### config.mk
export PLATFORM = sky130hd
export DESIGN_NAME = pmt_timer
export DESIGN_NICKNAME = d
export VERILOG_FILES = /design/src/rtl/pmt_pkg.sv /design/src/rtl/pmt_timer.sv
export VERILOG_INCLUDE_DIRS = /design/src /design/src/rtl
export SDC_FILE = /design/constraint.sdc
export NUM_CORES = 1
export LEC_CHECK = 0
export BUFFER_PORTS_ARGS = -buffer_cell sky130_fd_sc_hd__buf_2
export CAP_MARGIN = 20
export CORE_ASPECT_RATIO = 0.9
export CORE_MARGIN = 2
export CORE_UTILIZATION = 30
export CTS_CLUSTER_DIAMETER = 120
export CTS_CLUSTER_SIZE = 14
export DETAILED_ROUTE_END_ITERATION = 8
export MAX_ROUTING_LAYER = met4
export PLACE_DENSITY = 0.51
export SLEW_MARGIN = 20
export SYNTH_ARGS = -nofsm -noshare
export SYNTH_HDL_FRONTEND = slang
export SYNTH_SLANG_ARGS = --single-unit
### constraint.sdc
create_clock -name mclk -period 2.63 [get_ports mclk]
set_clock_uncertainty 0.1 [all_clocks]
set_input_delay 0.3945 -clock mclk [delete_from_list [all_inputs] [get_ports mclk]]
set_output_delay 0.3945 -clock mclk [all_outputs]
set_load 0.005 [all_outputs]
### src/rtl/pmt_regs.svh
/*
  Register offsets, field positions, reset values and timing counts of the
  period match timer.
  Assumes an APB slave with 32-bit data, one register per aligned word.
*/
`ifndef PMT_REGS_SVH
`define PMT_REGS_SVH

`define PMT_OFF_COUNT      12'h000
`define PMT_OFF_PERIOD     12'h004
`define PMT_OFF_CONTROL    12'h008
`define PMT_OFF_IRQ_STATUS 12'h00c
`define PMT_OFF_IRQ_MASK   12'h010

`define PMT_COUNT_RST      8'h00
`define PMT_PERIOD_RST     8'hff
`define PMT_CONTROL_RST    7'h00

`define PMT_CTL_PRE_LSB    0
`define PMT_CTL_ON_BIT     2
`define PMT_CTL_POST_LSB   3

`define PMT_IRQ_MATCH_BIT  0

`define PMT_CYCLES_PER_INSTR 4

`endif

### src/rtl/pmt_pkg.sv
/*
  Types shared by the period match timer.
  Assumes the constants header is included alongside.
*/
package pmt_pkg;

  typedef enum logic [1:0] {
    PMT_PRE_1  = 2'h0,
    PMT_PRE_4  = 2'h1,
    PMT_PRE_16 = 2'h2,
    PMT_PRE_64 = 2'h3
  } pmt_prescale_t;

  typedef struct packed {
    logic [3:0]    postscale_select;
    logic          timer_on;
    pmt_prescale_t prescale_select;
  } pmt_control_t;

  typedef struct packed {
    logic        psel;
    logic        penable;
    logic        pwrite;
    logic [11:0] paddr;
    logic [31:0] pwdata;
  } pmt_apb_req_t;

  typedef struct packed {
    logic        pready;
    logic        pslverr;
    logic [31:0] prdata;
  } pmt_apb_rsp_t;

endpackage

### src/rtl/pmt_timer.sv
/*
  Period match timer: 8-bit up counter on the instruction clock with
  prescaler, period compare, 4-bit postscaler and sticky match interrupt.
  Assumes one clock domain, APB register access, and a synchronous sleep
  input from the core.
*/
`timescale 1ns/1ps
`include "pmt_regs.svh"

// What this block does
// - The count clock is the instruction clock, system clock divided by four.
// - The count starts at zero and steps by one per prescaled edge when on.
// - On each prescaled edge the count is compared with the period and on equality a match pulses.
// - After a match the count goes to zero and the postscaler advances.
// - Software may read and write count and period at any time.
// - Reset clears the count and loads the period with all ones.
// - Writes to count or control and any reset clear pre- and postscaler.
// - A control write leaves the count value unchanged.
// - Matches clock a 4-bit postscaler whose expiry sets a sticky flag.
// - The flag raises the interrupt only while its enable bit is set.
// - The postscale ratio is the select code plus one, 1:1 to 1:16.
// - The on bit starts the timer when set and stops it when clear.
// - The unscaled match pulse goes to the PWM unit and the SPI port.
// - In sleep the timer does not count and keeps count and period.
module pmt_timer #(
  parameter int PRE_W = 6
) (
  // Clock and reset
  input  wire logic                  mclk,
  input  wire logic                  arst_n,
  // APB slave
  input  wire pmt_pkg::pmt_apb_req_t apb_req,
  output      pmt_pkg::pmt_apb_rsp_t apb_rsp,
  // Core
  input  wire logic                  sleep,
  // Match outputs
  output      logic                  pwm_time_base,
  output      logic                  spi_shift_clock,
  output      logic                  irq
);

  typedef enum logic [1:0] {
    PMT_ST_IDLE  = 2'b00,
    PMT_ST_SETUP = 2'b01,
    PMT_ST_DONE  = 2'b11
  } pmt_state_t;

  // Bus phase
  pmt_state_t            state;
  pmt_state_t            next_state;

  // Software-visible registers
  pmt_pkg::pmt_control_t timer_control;
  logic [7:0]            tick_count;
  logic [7:0]            period_value;

  // Dividers
  logic [1:0]            instr_div;
  logic [PRE_W-1:0]      prescale_cnt;
  logic [3:0]            postscale_cnt;

  // Interrupt
  logic                  match_flag;
  logic                  match_irq_enable;

  // Strobes and decode
  logic                  match_pulse;
  logic                  wr_en;
  logic                  wr_count;
  logic                  wr_period;
  logic                  wr_control;
  logic                  wr_status;
  logic                  wr_mask;
  logic                  mapped;
  logic                  instr_tick;
  logic                  pre_tick;
  logic                  post_expire;
  logic [31:0]           next_rdata;

  // Register map, one register of at most 8 bits per aligned 32-bit word:
  //   count      bits 7:0, running value, writes restart both scalers
  //   period     bits 7:0, terminal value of the count
  //   control    bits 6:3 postscale, bit 2 on, bits 1:0 prescale
  //   status     bit 0 match flag, write one to clear
  //   mask       bit 0 match interrupt enable
  // Upper bits read as zero and ignore writes. Any other offset answers
  // with pslverr, reads zero and drops the write.
  //
  // Timing in mclk cycles:
  //   one instruction tick every four cycles, paused while asleep
  //   one count step every 1, 4, 16 or 64 instruction ticks
  //   period P gives P + 1 steps from one match to the next
  //   postscale code N gives N + 1 matches per flag
  //
  // Hazard: a count or control write in the cycle of a prescaled tick swallows
  // that tick, so software never sees a half-updated count.

  // Prescale code to terminal count of the divider
  function automatic logic [PRE_W-1:0] pre_last(pmt_pkg::pmt_prescale_t s);
    case (s)
      pmt_pkg::PMT_PRE_1:  pre_last = PRE_W'(0);
      pmt_pkg::PMT_PRE_4:  pre_last = PRE_W'(3);
      pmt_pkg::PMT_PRE_16: pre_last = PRE_W'(15);
      pmt_pkg::PMT_PRE_64: pre_last = PRE_W'(63);
      default:             pre_last = PRE_W'(0);
    endcase
  endfunction

  function automatic logic addr_is(logic [11:0] a, logic [11:0] off);
    addr_is = (a == off);
  endfunction

  // APB: setup -> access, answer with pready in the access cycle
  always_comb begin
    next_state = state;
    case (state)
      PMT_ST_IDLE: begin
        if (apb_req.psel) begin
          next_state = PMT_ST_SETUP;
        end else begin
          next_state = PMT_ST_IDLE;
        end
      end
      PMT_ST_SETUP: begin
        if (apb_req.penable) begin
          next_state = PMT_ST_DONE;
        end else begin
          next_state = PMT_ST_SETUP;
        end
      end
      PMT_ST_DONE: begin
        if (apb_req.psel) begin
          next_state = PMT_ST_SETUP;
        end else begin
          next_state = PMT_ST_IDLE;
        end
      end
      default: begin
        next_state = PMT_ST_IDLE;
      end
    endcase
  end

  always_ff @(posedge mclk or negedge arst_n) begin
    if (!arst_n) begin
      state <= PMT_ST_IDLE;
    end else begin
      state <= next_state;
    end
  end

  assign mapped     = addr_is(apb_req.paddr, `PMT_OFF_COUNT) ||
                      addr_is(apb_req.paddr, `PMT_OFF_PERIOD) ||
                      addr_is(apb_req.paddr, `PMT_OFF_CONTROL) ||
                      addr_is(apb_req.paddr, `PMT_OFF_IRQ_STATUS) ||
                      addr_is(apb_req.paddr, `PMT_OFF_IRQ_MASK);
  assign wr_en      = apb_req.psel && apb_req.penable && apb_req.pwrite;

  // One strobe per register, only in the access cycle of a write
  always_comb begin
    wr_count   = 1'b0;
    wr_period  = 1'b0;
    wr_control = 1'b0;
    wr_status  = 1'b0;
    wr_mask    = 1'b0;
    if (wr_en) begin
      case (apb_req.paddr)
        `PMT_OFF_COUNT: begin
          wr_count = 1'b1;
        end
        `PMT_OFF_PERIOD: begin
          wr_period = 1'b1;
        end
        `PMT_OFF_CONTROL: begin
          wr_control = 1'b1;
        end
        `PMT_OFF_IRQ_STATUS: begin
          wr_status = 1'b1;
        end
        `PMT_OFF_IRQ_MASK: begin
          wr_mask = 1'b1;
        end
        default: begin
          wr_count = 1'b0;
        end
      endcase
    end
  end

  // Zero-wait slave; unmapped addresses answer with pslverr
  assign apb_rsp.pready  = 1'b1;
  assign apb_rsp.pslverr = apb_req.psel && apb_req.penable && !mapped;

  always_comb begin
    next_rdata = 32'h0000_0000;
    case (apb_req.paddr)
      `PMT_OFF_COUNT: begin
        next_rdata = {24'h00_0000, tick_count};
      end
      `PMT_OFF_PERIOD: begin
        next_rdata = {24'h00_0000, period_value};
      end
      `PMT_OFF_CONTROL: begin
        next_rdata = {25'h000_0000, timer_control};
      end
      `PMT_OFF_IRQ_STATUS: begin
        next_rdata = {31'h0000_0000, match_flag};
      end
      `PMT_OFF_IRQ_MASK: begin
        next_rdata = {31'h0000_0000, match_irq_enable};
      end
      default: begin
        next_rdata = 32'h0000_0000;
      end
    endcase
  end

  // Read data registered in the setup cycle, valid in the access cycle
  always_ff @(posedge mclk or negedge arst_n) begin
    if (!arst_n) begin
      apb_rsp.prdata <= 32'h0000_0000;
    end else if (apb_req.psel && !apb_req.penable && !apb_req.pwrite) begin
      apb_rsp.prdata <= next_rdata;
    end
  end

  always_ff @(posedge mclk or negedge arst_n) begin
    if (!arst_n) begin
      timer_control <= `PMT_CONTROL_RST;
    end else if (wr_control) begin
      timer_control <= apb_req.pwdata[6:0];
    end
  end

  // Fosc/4 instruction clock as a one-in-four enable; frozen in sleep
  always_ff @(posedge mclk or negedge arst_n) begin
    if (!arst_n) begin
      instr_div <= 2'h0;
    end else if (!sleep) begin
      instr_div <= instr_div + 2'h1;
    end
  end

  // Gated by sleep as well, so the cycle that enters sleep cannot
  // still step the count on a tick already decoded
  assign instr_tick = !sleep && (instr_div == 2'(`PMT_CYCLES_PER_INSTR - 1));

  // Prescaler runs only while on; cleared by count or control writes
  always_ff @(posedge mclk or negedge arst_n) begin
    if (!arst_n) begin
      prescale_cnt <= '0;
    end else if (wr_count || wr_control) begin
      prescale_cnt <= '0;
    end else if (instr_tick && timer_control.timer_on) begin
      if (pre_tick) begin
        prescale_cnt <= '0;
      end else begin
        prescale_cnt <= prescale_cnt + PRE_W'(1);
      end
    end
  end

  assign pre_tick = instr_tick && timer_control.timer_on &&
                    (prescale_cnt == pre_last(timer_control.prescale_select));

  // Count: match decoded combinationally on the prescaled edge, restart at zero on that same edge
  assign match_pulse = pre_tick && !wr_count && !wr_control &&
                       (tick_count == period_value);

  always_ff @(posedge mclk or negedge arst_n) begin
    if (!arst_n) begin
      tick_count <= `PMT_COUNT_RST;
    end else if (wr_count) begin
      tick_count <= apb_req.pwdata[7:0];
    end else if (match_pulse) begin
      tick_count <= 8'h00;
    end else if (pre_tick && !wr_control) begin
      tick_count <= tick_count + 8'h01;
    end
  end

  always_ff @(posedge mclk or negedge arst_n) begin
    if (!arst_n) begin
      period_value <= `PMT_PERIOD_RST;
    end else if (wr_period) begin
      period_value <= apb_req.pwdata[7:0];
    end
  end

  // Unscaled match to PWM time base and SPI shift clock;
  // combinational, so consumers sample it at the next rising edge
  assign pwm_time_base   = match_pulse;
  assign spi_shift_clock = match_pulse;

  // Select code compared directly, so a ratio change takes effect
  // after the scaler is cleared by the control write itself
  assign post_expire = match_pulse &&
                       (postscale_cnt == timer_control.postscale_select);

  always_ff @(posedge mclk or negedge arst_n) begin
    if (!arst_n) begin
      postscale_cnt <= 4'h0;
    end else if (wr_count || wr_control) begin
      postscale_cnt <= 4'h0;
    end else if (post_expire) begin
      postscale_cnt <= 4'h0;
    end else if (match_pulse) begin
      postscale_cnt <= postscale_cnt + 4'h1;
    end
  end

  // Sticky flag: a new expiry wins over a write-one clear
  always_ff @(posedge mclk or negedge arst_n) begin
    if (!arst_n) begin
      match_flag <= 1'b0;
    end else if (post_expire) begin
      match_flag <= 1'b1;
    end else if (wr_status && apb_req.pwdata[`PMT_IRQ_MATCH_BIT]) begin
      match_flag <= 1'b0;
    end
  end

  always_ff @(posedge mclk or negedge arst_n) begin
    if (!arst_n) begin
      match_irq_enable <= 1'b0;
    end else if (wr_mask) begin
      match_irq_enable <= apb_req.pwdata[`PMT_IRQ_MATCH_BIT];
    end
  end

  // Level output; the flag stays latched while masked, so enabling
  // the mask later raises a pending request at once
  assign irq = match_flag && match_irq_enable;

endmodule

==> Word-level counts from Yosys, hierarchy flattened <==
Index checks and enable logic that the tools add are counted.
{ "classes": {"n_addsub": 4, "n_eq_ne": 11, "n_mux": 23, "n_reduce_logical": 32} }
{ "op_table": {"columns": ["op", "count"], "rows": [
  ["$pmux W8 S5", 1],
  ["$eq A12 B4 Y1 const B", 2],
  ["$mux W8", 3],
  ["$pmux W6 S4", 1],
  ["$mux W6", 3],
  ["$logic_and A1 B1 Y1", 15],
  ["$eq A12 B3 Y1 const B", 1],
  ["$eq A12 B5 Y1 const B", 1],
  ["$logic_not A12 Y1", 1],
  ["$mux W1", 12],
  ["$mux W4", 3],
  ["$add A8 B1 Y8 const B", 1],
  ["$eq A8 B8 Y1", 1],
  ["$add A6 B1 Y6 const B", 1],
  ["$eq A2 B2 Y1 const B", 3],
  ["$eq A6 B6 Y1", 1],
  ["$logic_not A1 Y1", 6],
  ["$reduce_bool A3 Y1", 2],
  ["$logic_or A1 B1 Y1", 5],
  ["$add A4 B1 Y4 const B", 1],
  ["$eq A4 B4 Y1", 1],
  ["$reduce_bool A2 Y1", 2],
  ["$add A2 B1 Y2 const B", 1],
  ["$eq A2 B1 Y1 const B", 1],
  ["$logic_not A2 Y1", 1]
]} }
{ "totals": {"register_bits": 69, "in_bits": 50, "out_inout_bits": 37, "word_cells": 81} }

==> Logic depth before layout (Yosys ltp) <==
Gate-level depths: netlist of the first run.
{ "logic_depth": {"word_depth": 10, "mapped_depth": 8, "mapped_depth_nobuf": 6} }

==> Worst setup path after synthesis of the first run <==
OpenSTA, ideal clock, no wires.
{ "synth_timing": {"path_type": "reg2out", "startpoint": "register timer_control[1] (netlist bit)", "endpoint": "output port spi_shift_clock", "arrival_time_ns": 1.784, "required_ns": 2.135, "path_slack_ns": 0.352, "stages_incl_launch_ff": 8, "n_path_buf": 2, "path_cell_list": "dfrtp_1 -> or4_4 -> a221oi_2 -> and3_1 -> buf_2 -> nand2_1 -> inv_1 -> buf_4"} }
{ "synth_between": {"elab_chain_cells": 7, "elab_cells_between_ends": 10, "classes_between": "eq/ne (4); mux (1); reduce/logical (5)"} }
{ "synth_rtl": {"columns": ["element", "line_no", "text"], "rows": [
  ["start, declared", "pmt_timer.sv:53", "pmt_pkg::pmt_control_t timer_control;"],
  ["start signal, assigned", "pmt_timer.sv:229", "timer_control <= `PMT_CONTROL_RST;"],
  ["start signal, assigned", "pmt_timer.sv:231", "timer_control <= apb_req.pwdata[6:0];"],
  ["$eq A2 B2 Y1 (tied with other cells)", "pmt_timer.sv:100", "case (s)"],
  ["$pmux W6 S4 *", "pmt_timer.sv:100", null],
  ["$eq A6 B6 Y1 *", "pmt_timer.sv:264", "(prescale_cnt == pre_last(timer_control.prescale_select));"],
  ["$logic_and A1 B1 Y1 *", "pmt_timer.sv:263", "assign pre_tick = instr_tick && timer_control.timer_on &&"],
  ["$logic_and A1 B1 Y1 * (3 in series)", "pmt_timer.sv:267", "assign match_pulse = pre_tick && !wr_count && !wr_control &&"],
  ["end, declared", "pmt_timer.sv:38", "output logic spi_shift_clock,"]
]} }
Every way passes the cells marked *; elsewhere a longest branch is shown, timed or not.

==> Final worst setup path of the first run <==
{ "layout_timing": {"startpoint": "register timer_control[1] (netlist bit)", "endpoint": "output port pwm_time_base"} }
{ "layout_between": {"elab_chain_cells": 7, "elab_cells_between_ends": 10, "classes_between": "eq/ne (4); mux (1); reduce/logical (5)"} }
{ "layout_rtl": {"columns": ["element", "line_no", "text"], "rows": [
  ["$eq A2 B2 Y1 (tied with other cells)", "pmt_timer.sv:100", null],
  ["$pmux W6 S4 *", "pmt_timer.sv:100", null],
  ["$eq A6 B6 Y1 *", "pmt_timer.sv:264", null],
  ["$logic_and A1 B1 Y1 *", "pmt_timer.sv:263", null],
  ["$logic_and A1 B1 Y1 * (3 in series)", "pmt_timer.sv:267", null],
  ["end, declared", "pmt_timer.sv:37", "output logic pwm_time_base,"]
]} }
Marks and branches as above.

==> flow_summary.json, run 1 <==
{
  "dp_hpwl_um": 4510,
  "ys_ff_latch": 45,
  "clkSinkCount": 45,
  "antenna_left": 0,
  "reg2reg_depth": 6,
  "grt_pass1_wl_um": 9710,
  "drtPass1Iterations": 4,
  "cp-start-kind": "register",
  "numCtsBuffers": 5,
  "final_layout_size_suffix_gt1_share_pct": 31.1,
  "clock.fmax_mhz": 396,
  "powerDensity_mw_per_mm2": 398,
  "synth_most_common_cell": "dfrtp_1",
  "required_ps": 2140,
  "maxCapViolations": 0,
  "cp_num_buf_inv": 2,
  "io_pins": 87,
  "dpl_worst_slack_ps": 329,
  "setup_slack_ps": 102,
  "clkTransAtPathRegs_ps": 90,
  "yosysWarnings": 0,
  "yosysTopAreaCellShare_pct": 33.5,
  "ys_seq_area_share_pct": 41.1,
  "peakVddDrop_mv": 0.184,
  "grt_usage_pct": 13.0,
  "portBuffers": 37,
  "worstSetupPathType": "register to output pin",
  "via_per_inst": 4.76,
  "crit_family": "simple AND/OR/NAND/NOR gates",
  "r2r-start": "timer_control[1]$_DFFE_PN0P_",
  "antenna_found_initial": 0,
  "whs_endpoint": "tick_count[7]$_DFFE_PN0P_",
  "synth_edf_count": 0,
  "ys_types": 53,
  "drc_errors": 0,
  "crit_arrival_ps": 2030,
  "netlist_top_cells_count": "dfrtp_1 (37), buf_4 (26), nand2_1 (23), mux2_2 (17), o21ai_0 (14)",
  "drt-total-wl_um": 6130,
  "fp.dieH_um": 95.1,
  "synth_top_cell_by_area": "dfrtp_1",
  "rows": 33,
  "fin_nets": 375,
  "synth.avg_cell_area_um2": 10.1,
  "hold_viol": 0,
  "grt_pass1_vias": 1883,
  "synthCells": 273,
  "cts_max_level": 2,
  "async_reset_ff_share_pct": 100,
  "crit_fanout": 6,
  "grt_max_degree": 46,
  "finalSetupViolations": 0,
  "die-area_mm2": 0.0100,
  "clk_path_buf_depth": 2,
  "num_vias": 2112,
  "core_mm2": 0.00904,
  "fin_total_pwr_mw": 1.27,
  "drtIter0Drc": 90,
  "dieWidth_um": 105,
  "fillers": 924,
  "end_kind": "output pin",
  "wl_per_cell_um": 13.8,
  "clockRootBuffer": "clkbuf_8",
  "hold_path_depth": 2,
  "slowest_delay_ps": 550,
  "crit_path_cell_trace": "or4_4 -> a221oi_4 -> and3_4 -> nand2_2 -> inv_2 -> buf_2",
  "area_growth_pct": 15.3,
  "hold_slack_ps": 210,
  "synth_flop_cell": "dfrtp_1",
  "initial_core_util_pct": 30.6,
  "r2r-end": "tick_count[6]$_DFFE_PN0P_",
  "hold_path.class": "input pin to register",
  "diodes": 0,
  "cts_tree": "yes",
  "drv_slew": 0,
  "routabilityCongestion": 0.771,
  "regToRegSetupSlack_ps": 230,
  "outcome": "completed",
  "finalSetupTns_ps": 0,
  "hold_start": "apb_req[7]",
  "crit_slowest_cell": "or4_4",
  "syn_area_mm2": 0.00276,
  "timing.final.crit_share_pct": 96.1,
  "p_leak_nw": 1.49,
  "synthTopCellsByArea": "dfrtp_1 (33%), dfstp_2 (7.6%), buf_4 (7.1%)",
  "gr-total-overflow": 0,
  "layout_min_cycle_time_ps": 2530,
  "insertion_delay_ps": 300
}
-- stage by stage --
| step | std cells | area, um^2 | util (%) |
|---|---|---|---|
| finish | 444 | 3190 | 35.3 |
| global route | 444 | 3190 | 35.3 |
| CTS | 440 | 3140 | 34.7 |
| detailed placement | 431 | 3040 | 33.6 |
| global placement | 431 | 3040 | 33.6 |
| floorplan | 296 | 2850 | - |
-- sequential cells by signal (all words and copies together) (netlist names) --
| register | count |
|---|---|
| timer_control | 7 |
| instr_div | 2 |
| match_flag | 1 |
| postscale_cnt | 4 |
| prescale_cnt | 6 |
| match_irq_enable | 1 |
| apb_rsp | 8 |
| tick_count | 8 |
| period_value | 8 |
-- repair_timing --
| action | CTS | global route |
|---|---|---|
| hold buffers | 1 | 0 |
| gates resized for setup | 0 | 6 |
| endpoints found under the setup margin | 0 | 2 |
| buffers inserted | 0 | 4 |
| hold endpoints to repair | 37 | 0 |
-- layer usage --
layer | GRT usage [%] | part of all wire, %
met1 | 17.5 | 50
met2 | 19.6 | 43
met3 | 2.80 | 5.4
met4 | 4.67 | 1.3
met5 | - | 0
-- cell usage in the layout (no fill, tap or decap), types with 4 or more instances in the layout --
cell | netlist | layout
buf_2 | 2 | 37
dfrtp_1 | 37 | 35
conb_1 | 2 | 25
nand2_1 | 23 | 22
mux2_2 | 17 | 17
o21ai_0 | 14 | 14
xnor2_1 | 13 | 13
buf_4 | 26 | 12
nor2_1 | 10 | 10
nand4_1 | 8 | 8
nand3_1 | 8 | 8
dfstp_2 | 8 | 8
nor3b_1 | 7 | 7
mux2i_1 | 7 | 7
a22o_1 | 7 | 7
a2111oi_0 | 6 | 6
a211o_1 | 6 | 6
nand2b_1 | 6 | 6
a21oi_1 | 5 | 5
clkbuf_8 | 0 | 5
o211ai_1 | 4 | 4
and3_1 | 5 | 4
xor2_1 | 4 | 4
ha_1 | 4 | 4
-- worst reg2reg max path, stage by stage, from the launching register on --
cell,delay (ps)
dfrtp_2,450
or4_4,560
a221oi_4,280
buf_4,150
nand2_2,200
a2111oi_0,450
a211o_1,150
-- cell type report --
cell class	instances	area (um^2)	area share, %
Tap cell	122	153	4.79
Multi-Input combinational cell	215	1490	46.7
Clock inverter	3	21.3	0.667
Inverter	3	11.3	0.353
Clock buffer	5	68.8	2.16
Sequential cell	45	1140	35.7
Timing Repair Buffer	51	305	9.58
-- how the worst max path moves through the flow --
stage	from	to	cells past startpoint	slack (ps)
floorplan	timer_control[1]$_DFFE_PN0P_	spi_shift_clock	7	350
global placement	timer_control[1]$_DFFE_PN0P_	tick_count[6]$_DFFE_PN0P_	5	330
detailed placement	timer_control[1]$_DFFE_PN0P_	tick_count[7]$_DFFE_PN0P_	5	330
CTS	timer_control[1]$_DFFE_PN0P_	spi_shift_clock	6	40
global route	timer_control[1]$_DFFE_PN0P_	spi_shift_clock	6	-3
finish	timer_control[1]$_DFFE_PN0P_	pwm_time_base	6	100
-- cell families (layout without fill, tap and decap cells) --
logic type               count (synthesis)  count (layout)  share of synthesized area, %
flip-flops                              45              45                          41.1
other                                    2              25                         0.272
AO/OA/AOI/OAI                           51              51                          13.5
multiplexers                            25              25                          10.3
adder cells (fa/ha/maj)                  4               4                          1.81
AND/OR/NAND/NOR                         93              93                          18.9
XOR/XNOR                                17              17                          5.39
buffers and inverters                   36              62                          8.78
-- report_power, final --
| part | internal [mW] | leakage (nW) | switching [mW] |
|---|---|---|---|
| combinational | 0.0498 | 0.859 | 0.0645 |
| sequential | 0.709 | 0.586 | 0.0105 |
| clock | 0.189 | 0.0445 | 0.246 |
| total | 0.948 | 1.49 | 0.321 |
Power figures use the tool's default switching activity.
==> run 2: changes to the inputs <==
- PLACE_DENSITY: 0.51 -> 0.5
==> flow_summary.json, run 2 (synthesis gave the netlist of run 1 again) <==
{
  "outcome": "completed",
  "numCtsBuffers": 5,
  "antenna_left": 0,
  "p_leak_nw": 1.48,
  "initial_core_util_pct": 30.6,
  "hold_slack_ps": 222,
  "grt_pass1_wl_um": 10600,
  "via_per_inst": 4.73,
  "dp_hpwl_um": 4720,
  "end_kind": "output pin",
  "regToRegSetupSlack_ps": 340,
  "final_util_pct": 34.9,
  "rows": 33,
  "cts_max_level": 2,
  "clkTransAtPathRegs_ps": 80,
  "worstSetupPathType": "register to output pin",
  "hold_viol": 0,
  "grt_max_degree": 24,
  "core_mm2": 0.00904,
  "finalSetupViolations": 0,
  "dieWidth_um": 105,
  "drtIter0Drc": 134,
  "final_layout_size_suffix_gt1_share_pct": 28.2,
  "mostFrequentLayoutCells": "dfrtp_1 (37), buf_2 (37), conb_1 (25), nand2_1 (23), mux2_2 (17)",
  "required_ps": 2140,
  "clk_path_buf_depth": 2,
  "fp.dieH_um": 95.1,
  "drc_errors": 0,
  "wl_per_cell_um": 14.5,
  "die-area_mm2": 0.0100,
  "insertion_delay_ps": 300,
  "grt_pass1_vias": 2049,
  "peakVddDrop_mv": 0.194,
  "portBuffers": 37,
  "timing.final.crit_share_pct": 97.4,
  "cp-start-kind": "register",
  "maxCapViolations": 0,
  "top_regs": "apb_rsp: 8 flops, period_value: 8 flops, tick_count: 8 flops",
  "worst_slew_pin_slew_ps": 546,
  "grt_usage_pct": 13.9,
  "clockRootBuffer": "clkbuf_8",
  "io_pins": 87,
  "r2r-end": "tick_count[7]$_DFFE_PN0P_",
  "diodes": 0,
  "antenna_found_initial": 0,
  "layout_min_cycle_time_ps": 2560,
  "max_slew_margin_pct": 63.6,
  "fin_nets": 372,
  "drv_slew": 0,
  "routabilityCongestion": 0.821,
  "endpoint": "spi_shift_clock",
  "crit_fanout": 6,
  "powerDensity_mw_per_mm2": 405,
  "dpl.cell_count": 432,
  "final_cells": 441,
  "clock.fmax_mhz": 390,
  "area_growth_pct": 14.2,
  "crit_arrival_ps": 2070,
  "num_vias": 2085,
  "cts_tree": "yes",
  "r2r-start": "timer_control[0]$_DFFE_PN0P_",
  "hold_start": "sleep",
  "gr-total-overflow": 0,
  "cp-startpoint": "timer_control[0]$_DFFE_PN0P_",
  "clkSinkCount": 45,
  "drtPass1Iterations": 4,
  "hold_path.class": "input pin to register",
  "reg2reg_depth": 5,
  "drt-total-wl_um": 6410
}
## run 2: layer usage
layer  wire (um)  GRT usage (%)  vias to the layer above
met3         323           2.87                       10
met2        2670           19.9                       72
met5           0              -                        -
li1            -              -                     1037
met4          89           4.00                        0
met1        3330           19.7                      966
## run 2: report_power, final
group / switching (mW) / leakage [nW] / internal [mW]
logic: 0.0642 / 0.845 / 0.0493
registers: 0.0113 / 0.590 / 0.709
clock network: 0.230 / 0.0455 / 0.215
## run 2: worst min path at each step
stage	cells after the start	slack (ps)	to
2_1_floorplan	0	-1	apb_rsp[0]$_DFFE_PN0P_
3_3_place_gp	1	320	prescale_cnt[4]$_DFFE_PN0P_
3_5_place_dp	1	320	prescale_cnt[4]$_DFFE_PN0P_
4_1_cts	2	210	instr_div[0]$_DFFE_PN0N_
5_1_grt	2	230	tick_count[7]$_DFFE_PN0P_
6_report	2	220	instr_div[0]$_DFFE_PN0N_
## run 2: metrics by stage
step                      total power, mW  TNS (ps)  cell area (um^2)  setup WS [ps]
after CTS                            1.30         0              3140           50.6
final                                1.28         0              3160           68.5
after global placement              0.846         0              3040            373
after detailed placement            0.849         0              3040            363
after floorplan                     0.816         0              2850            352
after global routing                 1.35     -68.3              3160          -34.2
## run 2: worst max-delay path, cell delays in order (launching register included)
cell and delay, ps:
dfrtp_1 440, or4_4 570, a221oi_4 280, and3_1 220
nand2_1 90, inv_1 70, buf_2 100
## run 2: timing repair
action | 4_1_cts | 5_1_grt
resized for setup | 0 | 1
endpoints found under the hold margin | 13 | 0
setup endpoints to repair | 0 | 2
hold buffers | 1 | 0
buffers inserted | 0 | 0
## run 2: cell type report
cell class / instances / area, um^2
clock buffers: 8 / 90.1
fillers: 903 / 5890
inverters: 3 / 11.3
multi-input cells: 215 / 1480
flip-flops and latches: 45 / 1140
well taps: 122 / 153
repair buffers: 48 / 283
